$ cat src/hdl/lsf_pkg.sv
// Package: timing, register map and types of the LED sink controller
// Contract
// - All dim inputs low 4 ms enters standby
// - Sink pin above 15 V flags short
// - Short confirmed after 7 cycles or 3 ms
// - Short rechecked every 128 ms, channels off
// - Open confirmed after 7 cycles or 3 ms
// - Open rechecked every 128 ms, stay protected
// - Any fault pulls fault output low
// - Fault sources: open, short, overtemp, undervoltage
// - Fault output only pulls low or releases
// - Each sink follows its own dim input
// - Soft-start current ramp lasting 200 us
// - Any dim activity leaves standby
// - Open or short turns all channels off
// - Undervoltage keeps channels off, reports fault
package lsf_pkg;
    localparam int CLK_HZ = 50_000_000;
    localparam int CYC_PER_US = CLK_HZ / 1_000_000;
    localparam int CYC_PER_MS = CLK_HZ / 1_000;
    localparam int NCH = 3;
    localparam int T_IDLE_MS = 4;
    localparam int IDLE_CYC = T_IDLE_MS * CYC_PER_MS;
    localparam int T_DG_MS = 3;
    localparam int DG_CYC = T_DG_MS * CYC_PER_MS;
    localparam int DG_DIM_CYCLES = 7;
    localparam int T_HIC_MS = 128;
    localparam int HIC_CYC = T_HIC_MS * CYC_PER_MS;
    localparam int T_SS_US = 200;
    localparam int SS_CYC = T_SS_US * CYC_PER_US;
    localparam int LVL_W = 8;
    localparam int LVL_STEPS = 256;
    localparam int DATA_W = 8;
    localparam int ADDR_W = 8;
    localparam logic [ADDR_W-1:0] REG_STATUS = 8'h00;
    localparam logic [ADDR_W-1:0] REG_MASK = 8'h04;
    localparam logic [ADDR_W-1:0] REG_LIVE = 8'h08;
    localparam logic [DATA_W-1:0] MASK_RST = 8'h00;

    typedef enum logic [1:0] {ST_STANDBY, ST_SOFTSTART, ST_RUN, ST_SHUTDOWN} lsf_state_e;

    typedef struct packed {
        logic standby;
        logic undervoltage_lockout;
        logic otp;
        logic open_f;
        logic short_f;
    } lsf_evt_s;

    localparam int EVT_W = $bits(lsf_evt_s);

    function automatic logic reg_hit(input logic [ADDR_W-1:0] addr,
                                     input logic [ADDR_W-1:0] off);
        reg_hit = (addr == off);
    endfunction
endpackage

$ cat src/hdl/lsf_ctrl.sv
// Top-level control of the three-channel LED current-sink driver
`timescale 1ns/100ps
module lsf_ctrl
    import lsf_pkg::*;
#(
    parameter int P_IDLE_CYC = IDLE_CYC,
    parameter int P_DG_CYC = DG_CYC,
    parameter int P_HIC_CYC = HIC_CYC,
    parameter int P_SS_CYC = SS_CYC
) (
    input wire logic i_clk,
    input wire logic i_rst,
    input wire logic i_dim_in_ch1,
    input wire logic i_dim_in_ch2,
    input wire logic i_dim_in_ch3,
    input wire logic [NCH-1:0] i_short_cmp,
    input wire logic [NCH-1:0] i_open_cmp,
    input wire logic i_otp_shdn,
    input wire logic i_otp_rec,
    input wire logic i_undervoltage_lockout,
    input wire logic i_fault_out_n,
    input wire logic [ADDR_W-1:0] i_addr,
    input wire logic [DATA_W-1:0] i_wdata,
    input wire logic i_wr,
    input wire logic i_rd,
    output logic o_sink_out_ch1,
    output logic o_sink_out_ch2,
    output logic o_sink_out_ch3,
    output logic [LVL_W-1:0] o_ramp_level,
    output logic o_standby,
    output logic o_fault_out_n_o,
    output logic o_fault_out_n_oe,
    output logic o_irq,
    output logic [DATA_W-1:0] o_rdata
);
    localparam int IDLE_W = $clog2(P_IDLE_CYC + 1);
    localparam int SS_W = $clog2(P_SS_CYC + 1);
    localparam int STEP = (P_SS_CYC / LVL_STEPS > 0) ? P_SS_CYC / LVL_STEPS : 1;
    localparam int STEP_W = $clog2(STEP + 1);
    localparam logic [IDLE_W-1:0] IDLE_LAST = IDLE_W'(P_IDLE_CYC - 1);
    localparam logic [SS_W-1:0] SS_LAST = SS_W'(P_SS_CYC - 1);
    localparam logic [STEP_W-1:0] STEP_LAST = STEP_W'(STEP - 1);
    localparam logic [LVL_W-1:0] LVL_MAX = '1;

    logic [NCH-1:0] dim, short_f, open_f;
    logic arm, any_dim, any_fault, shut, idle_done;

    lsf_state_e state_q, state_d;
    logic [IDLE_W-1:0] idle_q, idle_d;
    logic [SS_W-1:0] ss_q, ss_d;
    logic [STEP_W-1:0] step_q, step_d;
    logic [LVL_W-1:0] lvl_q, lvl_d;
    logic [NCH-1:0] sink_q, sink_d;
    logic otp_q, otp_d, standby_q, standby_d, fault_oe_q, fault_oe_d, fault_lo_q;

    lsf_evt_s evt_now, evt_q, status_q, status_d, mask_q, mask_d;
    logic [EVT_W-1:0] clr;
    logic irq_q, irq_d;
    logic [DATA_W-1:0] rdata_q, rdata_d;

    assign dim = {i_dim_in_ch3, i_dim_in_ch2, i_dim_in_ch1};
    assign arm = (state_q == ST_SOFTSTART) || (state_q == ST_RUN);

    // One short and one open checker per channel
    for (genvar ch = 0; ch < NCH; ch++) begin : g_ch
        lsf_fault_dg #(
            .P_DG_CYC(P_DG_CYC),
            .P_HIC_CYC(P_HIC_CYC)
        ) u_short (
            .i_clk(i_clk),
            .i_rst(i_rst),
            .i_dim(dim[ch]),
            .i_flag(i_short_cmp[ch]),
            .i_arm(arm),
            .o_fault(short_f[ch])
        );
        lsf_fault_dg #(
            .P_DG_CYC(P_DG_CYC),
            .P_HIC_CYC(P_HIC_CYC)
        ) u_open (
            .i_clk(i_clk),
            .i_rst(i_rst),
            .i_dim(dim[ch]),
            .i_flag(i_open_cmp[ch]),
            .i_arm(arm),
            .o_fault(open_f[ch])
        );
    end

    // Power state, soft-start ramp and sink drive
    always_comb begin
        any_dim = |dim;
        any_fault = (|short_f) || (|open_f);
        shut = i_undervoltage_lockout || otp_q || any_fault;
        idle_done = !any_dim && (idle_q == IDLE_LAST);
        otp_d = i_otp_shdn ? 1'h1 : (i_otp_rec ? 1'h0 : otp_q);
        if (any_dim) begin
            idle_d = '0;
        end else if (idle_done) begin
            idle_d = idle_q;
        end else begin
            idle_d = idle_q + 1'h1;
        end
        state_d = state_q;
        case (state_q)
            ST_STANDBY: begin
                if (shut) begin
                    state_d = ST_SHUTDOWN;
                end else if (any_dim) begin
                    state_d = ST_SOFTSTART;
                end
            end
            ST_SOFTSTART: begin
                if (shut) begin
                    state_d = ST_SHUTDOWN;
                end else if (idle_done) begin
                    state_d = ST_STANDBY;
                end else if (ss_q == SS_LAST) begin
                    state_d = ST_RUN;
                end
            end
            ST_RUN: begin
                if (shut) begin
                    state_d = ST_SHUTDOWN;
                end else if (idle_done) begin
                    state_d = ST_STANDBY;
                end
            end
            ST_SHUTDOWN: begin
                if (!shut) begin
                    state_d = any_dim ? ST_SOFTSTART : ST_STANDBY;
                end
            end
            default: state_d = ST_STANDBY;
        endcase
        ss_d = (state_q == ST_SOFTSTART) ? ss_q + 1'h1 : '0;
        step_d = '0;
        lvl_d = '0;
        if (state_q == ST_SOFTSTART) begin
            step_d = (step_q == STEP_LAST) ? '0 : step_q + 1'h1;
            lvl_d = lvl_q;
            if (step_q == STEP_LAST && lvl_q != LVL_MAX) begin
                lvl_d = lvl_q + 1'h1;
            end
        end else if (state_q == ST_RUN) begin
            lvl_d = LVL_MAX;
        end
        sink_d = (arm && !shut) ? dim : '0;
        standby_d = (state_d == ST_STANDBY);
        fault_oe_d = shut;
    end

    always_ff @(posedge i_clk) begin
        if (i_rst) begin
            state_q <= ST_STANDBY;
            idle_q <= '0;
            ss_q <= '0;
            step_q <= '0;
            lvl_q <= '0;
            sink_q <= '0;
            otp_q <= 1'h0;
            standby_q <= 1'h1;
            fault_oe_q <= 1'h0;
            fault_lo_q <= 1'h0;
        end else begin
            state_q <= state_d;
            idle_q <= idle_d;
            ss_q <= ss_d;
            step_q <= step_d;
            lvl_q <= lvl_d;
            sink_q <= sink_d;
            otp_q <= otp_d;
            standby_q <= standby_d;
            fault_oe_q <= fault_oe_d;
            fault_lo_q <= 1'h0;
        end
    end

    // Event status, mask, interrupt and register reads
    always_comb begin
        evt_now.standby = (state_q == ST_STANDBY);
        evt_now.undervoltage_lockout = i_undervoltage_lockout;
        evt_now.otp = otp_q;
        evt_now.open_f = |open_f;
        evt_now.short_f = |short_f;
        clr = (i_wr && reg_hit(i_addr, REG_STATUS)) ? i_wdata[EVT_W-1:0] : '0;
        // New event beats a simultaneous clear
        status_d = lsf_evt_s'((status_q & ~clr) | (evt_now & ~evt_q));
        mask_d = mask_q;
        if (i_wr && reg_hit(i_addr, REG_MASK)) begin
            mask_d = lsf_evt_s'(i_wdata[EVT_W-1:0]);
        end
        irq_d = |(status_d & mask_d);
        rdata_d = '0;
        if (i_rd) begin
            if (reg_hit(i_addr, REG_STATUS)) begin
                rdata_d = DATA_W'(status_q);
            end else if (reg_hit(i_addr, REG_MASK)) begin
                rdata_d = DATA_W'(mask_q);
            end else if (reg_hit(i_addr, REG_LIVE)) begin
                rdata_d = {2'h0, i_fault_out_n, state_q, sink_q};
            end
        end
    end

    always_ff @(posedge i_clk) begin
        if (i_rst) begin
            evt_q <= '0;
            status_q <= '0;
            mask_q <= lsf_evt_s'(MASK_RST[EVT_W-1:0]);
            irq_q <= 1'h0;
            rdata_q <= '0;
        end else begin
            evt_q <= evt_now;
            status_q <= status_d;
            mask_q <= mask_d;
            irq_q <= irq_d;
            rdata_q <= rdata_d;
        end
    end

    assign o_sink_out_ch1 = sink_q[0];
    assign o_sink_out_ch2 = sink_q[1];
    assign o_sink_out_ch3 = sink_q[2];
    assign o_ramp_level = lvl_q;
    assign o_standby = standby_q;
    assign o_fault_out_n_o = fault_lo_q;
    assign o_fault_out_n_oe = fault_oe_q;
    assign o_irq = irq_q;
    assign o_rdata = rdata_q;
endmodule

$ cat src/hdl/lsf_fault_dg.sv
// Fault deglitch and hiccup retry for one channel and one fault kind
`timescale 1ns/100ps
module lsf_fault_dg
    import lsf_pkg::*;
#(
    parameter int P_DG_CYC = DG_CYC,
    parameter int P_HIC_CYC = HIC_CYC
) (
    input wire logic i_clk,
    input wire logic i_rst,
    input wire logic i_dim,
    input wire logic i_flag,
    input wire logic i_arm,
    output logic o_fault
);
    localparam int DG_W = $clog2(P_DG_CYC + 1);
    localparam int HIC_W = $clog2(P_HIC_CYC + 1);
    localparam logic [DG_W-1:0] DG_LAST = DG_W'(P_DG_CYC - 1);
    localparam logic [HIC_W-1:0] HIC_LAST = HIC_W'(P_HIC_CYC - 1);
    localparam logic [2:0] CYC_LAST = 3'(DG_DIM_CYCLES - 1);

    logic dim_q, dim_d, seen_q, seen_d, fault_q, fault_d;
    logic [2:0] cyc_q, cyc_d;
    logic [DG_W-1:0] tmr_q, tmr_d;
    logic [HIC_W-1:0] hic_q, hic_d;
    logic fall, hit, confirm;

    always_comb begin
        dim_d = i_dim;
        seen_d = seen_q;
        cyc_d = cyc_q;
        tmr_d = '0;
        hic_d = '0;
        fault_d = fault_q;
        fall = dim_q && !i_dim;
        hit = i_arm && i_dim && i_flag;
        confirm = 1'h0;
        if (!fault_q) begin
            if (hit) begin
                seen_d = 1'h1;
                tmr_d = tmr_q + 1'h1;
            end
            // Count dimming pulses in a row that showed the flag
            if (fall) begin
                seen_d = 1'h0;
                cyc_d = seen_q ? cyc_q + 3'h1 : 3'h0;
            end
            confirm = (fall && seen_q && cyc_q == CYC_LAST) || (hit && tmr_q == DG_LAST);
            if (confirm) begin
                fault_d = 1'h1;
                seen_d = 1'h0;
                cyc_d = 3'h0;
                tmr_d = '0;
            end
        end else begin
            hic_d = hic_q + 1'h1;
            if (hic_q == HIC_LAST) begin
                hic_d = '0;
                fault_d = i_flag;
            end
        end
    end

    always_ff @(posedge i_clk) begin
        if (i_rst) begin
            dim_q <= 1'h0;
            seen_q <= 1'h0;
            fault_q <= 1'h0;
            cyc_q <= 3'h0;
            tmr_q <= '0;
            hic_q <= '0;
        end else begin
            dim_q <= dim_d;
            seen_q <= seen_d;
            fault_q <= fault_d;
            cyc_q <= cyc_d;
            tmr_q <= tmr_d;
            hic_q <= hic_d;
        end
    end

    assign o_fault = fault_q;
endmodule

$ cat config.mk
export PLATFORM = sky130hd
export DESIGN_NAME = lsf_ctrl
export DESIGN_NICKNAME = d
export VERILOG_FILES = /design/src/hdl/lsf_pkg.sv /design/src/hdl/lsf_ctrl.sv /design/src/hdl/lsf_fault_dg.sv
export SDC_FILE = /design/constraint.sdc
export NUM_CORES = 1
export LEC_CHECK = 0
export BUFFER_PORTS_ARGS = -buffer_cell sky130_fd_sc_hd__buf_2
export CAP_MARGIN = 10
export CORE_UTILIZATION = 35
export CTS_BUF_LIST = sky130_fd_sc_hd__clkbuf_16
export DETAILED_ROUTE_END_ITERATION = 16
export HOLD_SLACK_MARGIN = 0.12
export SLEW_MARGIN = 20
export SYNTH_ARGS = -nofsm -noshare
export SYNTH_HDL_FRONTEND = slang
export SYNTH_SLANG_ARGS = --single-unit
export TNS_END_PERCENT = 10
$ cat constraint.sdc
create_clock -name i_clk -period 3.01 [get_ports i_clk]
set_clock_uncertainty 0.15 [all_clocks]
set_input_delay 0.903 -clock i_clk [delete_from_list [all_inputs] [get_ports i_clk]]
set_output_delay 0.903 -clock i_clk [all_outputs]
set_load 0.02 [all_outputs]
# After elaboration in Yosys (flattened, before gate mapping)
# Index checks and enable logic that the tools add are counted.
# totals
elab_cells	308
reg_bits	357
in_bits	33
# op_classes
n_mux	74
n_eq_ne	28
reduce_logical	101
addsub	22
bitwise	22
# ops
operator	count
adder 23 x 1 -> 23 bit, second input constant	6
equality test 23 bit, second input constant	6
adder 18 x 1 -> 18 bit, second input constant	7
equality test 18 bit, second input constant	7
two-way mux 3 bit	18
two-way mux 1 bit	39
logical AND 1 bit	35
OR reduction 4 bit	8
OR reduction 3 bit	10
two-way mux 5 bit	5
two-way mux 8 bit	3
AND reduction 2 bit	12
adder 3 x 1 -> 3 bit, second input constant	6
equality test 3 bit, second input constant	6
nonzero test 3 bit	6
two-way mux 2 bit	8
NOT 1 bit	16
bitwise AND 5 bit	3
adder 14 x 1 -> 14 bit, second input constant	1
equality test 14 bit, second input constant	1
nonzero test 2 bit	7
logical OR 1 bit	10
NOT 5 bit	2
OR reduction 5 bit	2
other kinds (15)	23

# Logic depth before layout (Yosys ltp)
# depth
ltp_word	8
ltp_mapped	10
mapped_depth_nobuf	8

# Cells and area by module
# A second synthesis with hierarchy kept.
# hier_totals
cells_unflattened	1890
hier_area_um2	16508.3
# by_module_without_submodules
mod	area_each_um2	instances	cells_each
lsf_fault_dg at g_ch[0].u_open ...	2198.4	5	254
lsf_ctrl	3377.0	1	372
lsf_fault_dg at g_ch[2].u_short	2139.6	1	248

# Worst setup path after synthesis
# No wires, ideal clock.
# synth_path
kind	input port to flip-flop
startpoint	input i_addr[1]
endpoint	register irq_q (netlist: o_irq)
arrival_time_ps	2358
setup_slack_ps	374
path_buffers	0
cell_stages	6
path_cell_list	nor4_2 nand4_1 mux2i_1 o22ai_1 nor3_1 nor2_1
# synth_between
elab_chain_len	8
word_cells_on_any_way	11
classes_between	eq/ne (1); mux (2); bitwise (4); reduce/logical (4)
# synth_rtl
item	line	source
start, declared	lsf_ctrl.sv:22	input wire logic [ADDR_W-1:0] i_addr,
zero test 8 bit	lsf_pkg.sv:54	reg_hit = (addr == off);
logical AND 1 bit	lsf_ctrl.sv:186	clr = (i_wr && reg_hit(i_addr, REG_STATUS)) ? i_wdata[EVT_W-1:0] : '0;
two-way mux 5 bit	lsf_ctrl.sv:186	
NOT 5 bit	lsf_ctrl.sv:188	status_d = lsf_evt_s'((status_q & ~clr) | (evt_now & ~evt_q));
bitwise AND 5 bit	lsf_ctrl.sv:188	
OR 5 bit	lsf_ctrl.sv:188	
bitwise AND 5 bit *	lsf_ctrl.sv:193	irq_d = |(status_d & mask_d);
OR reduction 5 bit *	lsf_ctrl.sv:193	
end signal, assigned	lsf_ctrl.sv:217	irq_q <= irq_d;
end, declared	lsf_ctrl.sv:58	logic irq_q, irq_d;
# Every way passes the cells marked *; elsewhere a longest branch is shown, timed or not.
# A chain may end at the register's enable or synchronous reset.

# Worst setup path in the final report
# layout_path
startpoint	register state_q[1]
endpoint	register g_ch[2].u_open.cyc_q[1]
# layout_between
elab_chain_len	8
word_cells_on_any_way	10
classes_between	eq/ne (2); mux (1); reduce/logical (7)
# layout_rtl
item	line	source
start, declared	lsf_ctrl.sv:48	lsf_state_e state_q, state_d;
start signal, assigned	lsf_ctrl.sv:166	state_q <= state_d;
equality test 2 x 1 -> 1 bit / equality test 2 bit (equally long branches)	lsf_ctrl.sv:62	assign arm = (state_q == ST_SOFTSTART) || (state_q == ST_RUN);
logical OR 1 bit *	lsf_ctrl.sv:62	
logical AND 1 bit * (2 in series)	lsf_fault_dg.sv:36	hit = i_arm && i_dim && i_flag;
logical AND 1 bit *	lsf_fault_dg.sv:48	confirm = (fall && seen_q && cyc_q == CYC_LAST) || (hit && tmr_q == DG_LAST);
logical OR 1 bit *	lsf_fault_dg.sv:48	
nonzero test 2 bit (no source line)	n/a	
AND reduction 2 bit (no source line)	n/a	
end signal, assigned	lsf_fault_dg.sv:76	cyc_q <= cyc_d;
end, declared	lsf_fault_dg.sv:23	logic [2:0] cyc_q, cyc_d;
# Marks and branches as above.

==> flow_metrics.env <==
export IMPL_netSwitchingPower_mw=2.42
export IMPL_fin_crit_ns=2.75
export IMPL_cts_hold_buf=0
export IMPL_power_leakage_nw=5.99
export IMPL_clk_latency_ns=0.54
export IMPL_cts_tree="built"
export IMPL_p_total_mw=10.2
export IMPL_drt_iter0_drc=695
export IMPL_p_seq_share_pct=48.2
export IMPL_ys_top_cells_by_area="dfxtp_1, nor2_1, xor2_1"
export IMPL_htreeDepth=2
export IMPL_power_density_mw_per_mm2=580
export IMPL_cp_end_kind="flip-flop"
export IMPL_crit_fanout=7
export IMPL_ir_drop_mv=0.335
export IMPL_grt_first_pass_wirelength_um=50900
export IMPL_cts_root_buffer="clkbuf_16"
export IMPL_core_mm2=0.0433
export IMPL_dieWidth_um=212
export IMPL_syn_avg_cell_area_um2=8.74
export IMPL_max_freq_mhz=364
export IMPL_numCtsBuffers=40
export IMPL_final_common_cell="nor2_1"
export IMPL_synthArstFlopShare_pct=0
export IMPL_final_cell_mix="nor2_1, dfxtp_1, xor2_1"
export IMPL_start_util_pct=35.6
export IMPL_ys_seq_elements=355
export IMPL_gr_usage_all_layers_pct=13.3
export IMPL_p_int_mw=7.77
export IMPL_dpl_cell_area_mm2=0.0163
export IMPL_max_slew_margin_pct=51.1
export IMPL_die_h_um=212
export IMPL_drv_cap=0
export IMPL_combPwrFrac_pct=6.7
export IMPL_rsz0062_at_grt="no"
export IMPL_grt_pass1_vias=11000
export IMPL_seq_area_frac_synth_pct=46.1
export IMPL_io_pins=56
export IMPL_drt_wl_total_um=29500
export IMPL_via_per_inst=4.78
export IMPL_fin_crit_sh_pct=91.2
export IMPL_grt_max_degree=25
export IMPL_place_congestion=0.817
export IMPL_tns_ns=0
export IMPL_dp_hpwl_um=20400
export IMPL_drive_gt1_share_pct=7.84
export IMPL_hold_viol_final=0
export IMPL_synth_area_mm2=0.0154
export IMPL_hp_class="flip-flop to flip-flop"
export IMPL_vias=11600
export IMPL_critPathLaunchType="flip-flop"
export IMPL_cp_required_ns=3.33
export IMPL_postCtsSetupBuffers=0
export IMPL_instances_no_fill=2434
export IMPL_netlist_instances=1762
export IMPL_status="finished, final reports clean"
export IMPL_clock_path_buffers=3
export IMPL_grt_antenna_before_repair=2
export IMPL_drtAntennaViolNets=0
export IMPL_synth_edf_count=0
export IMPL_synthFlopType="dfxtp_1"
export IMPL_diodes=0
export IMPL_cts_num_sinks=355
export IMPL_setup_viol=0
export IMPL_worst_slack_ns=0.264
export IMPL_slew_viol_final=0
export IMPL_path_clk_slew_ns=0.06
export IMPL_area_delta_synth_final_pct=14.0
export IMPL_synth_distinct_cells=57
export IMPL_rows=76
export IMPL_wl_per_cell_um=12.1
export IMPL_synth_warnings=0
export IMPL_nNetsFinal=1889
export IMPL_yosysTopAreaCell="dfxtp_1"
export IMPL_drc=0
export IMPL_ctsResizeCount=0
export IMPL_worst_slew_pin_slew_ns=0.730
export IMPL_critPathArrivalTime_ns=3.06
export IMPL_pre_cts_slack_ns=0.147
export IMPL_io_buffers=49
export IMPL_crit_type="flip-flop to flip-flop"
export IMPL_placed_cells=2366
export IMPL_die_area_mm2=0.0448
export IMPL_grt_overflow_total=0
export IMPL_stdcell_area_mm2=0.0176
export IMPL_clock_power_share_pct=45.1
export IMPL_dr_pass1_iters=5
export IMPL_synth_top_cell_area_share_pct=46.1
export IMPL_sw_frac_of_total_pct=23.7
export IMPL_n_fill_cell=4273
==> synth_stat cells (all sizes together) (12+ instances only) <==
cell / instances
and3: 55
nor2b: 20
nand3: 96
inv: 43
nand4: 79
or3: 15
clkbuf: 44
and2: 12
xor2: 144
a21oi: 40
o21ai: 22
nand2b: 28
dfxtp: 355
and4: 19
nor3: 35
ha: 33
nor4: 13
xnor2: 105
nand2: 100
nor2: 375
==> power groups by stage <==
stage          clock network [mW]  logic [mW]  registers, mW
2_1_floorplan                   0       0.378           5.05
3_3_place_gp                    0       0.668           5.01
3_5_place_dp                    0       0.684           5.02
4_1_cts                      4.75       0.689           4.91
5_1_grt                      4.94       0.758           4.93
6_report                     4.59       0.680           4.91
==> metrics by stage <==
stage / hold WS [ns] / utilization (%)
2_1_floorplan: 0.263 / -
3_3_place_gp: 0.272 / 37.8
3_5_place_dp: 0.283 / 37.8
4_1_cts: 0.290 / 40.6
5_1_grt: 0.311 / 40.6
6_report: 0.285 / 40.6
==> cells by family after synthesis <==
family	after synthesis	synth area share, %
buf+inv	98	2.49
compound gates	98	3.88
simple gates	915	29.8
flops	355	46.1
xor+xnor	249	14.2
mux	13	0.861
fa+ha+maj	33	2.68
other cells	1	0.0243
==> state kept, by name, summed over array words and instances (netlist names), 8 cells and up <==
name	flops
g_ch.u_short.cyc_q	9
g_ch.u_short.hic_q	69
g_ch.u_open.hic_q	69
g_ch.u_short.tmr_q	54
o_ramp_level	8
ss_q	14
g_ch.u_open.tmr_q	54
g_ch.u_open.cyc_q	9
idle_q	18
==> layer usage <==
| metal | vias up | part of all wire [%] | global-route usage, % |
|---|---|---|---|
| met1 | 5356 | 49 | 17.3 |
| met5 | - | 0.068 | 0 |
| met3 | 51 | 4.1 | 2.69 |
| li1 | 6086 | - | - |
| met4 | 4 | 2.0 | 3.80 |
| met2 | 142 | 44 | 22.3 |
==> critical path: stages (launching register included) <==
cell	delay, ns
dfxtp_1	0.43
inv_1	0.12
ha_1	0.36
nand2_1	0.20
or4_4	0.62
a21oi_4	0.22
or4b_1	0.46
a21oi_1	0.15
==> worst paths after layout <==
| kind | startpoint | endpoint | slack (ns) | cells past startpoint |
|---|---|---|---|---|
| max | state_q[1] | g_ch[2].u_open.cyc_q[1] | 0.26 | 7 |
| min | g_ch[2].u_open.hic_q[0] | g_ch[2].u_open.hic_q[0] | 0.28 | 1 |
| max reg2reg | state_q[1] | g_ch[2].u_open.cyc_q[1] | 0.26 | 7 |
| min reg2reg | g_ch[2].u_open.hic_q[0] | g_ch[2].u_open.hic_q[0] | 0.28 | 1 |
==> area by class of cell <==
class / count / area [um^2] / area share [%]
Clock inverter: 27 / 203 / 1.15
Tap cell: 585 / 732 / 4.17
Multi-Input combinational cell: 1311 / 7920 / 45.1
Inverter: 43 / 161 / 0.919
Sequential cell: 355 / 7110 / 40.5
Clock buffer: 41 / 1030 / 5.84
Timing Repair Buffer: 72 / 418 / 2.38
Note: power is estimated with default switching activity, not from simulation.
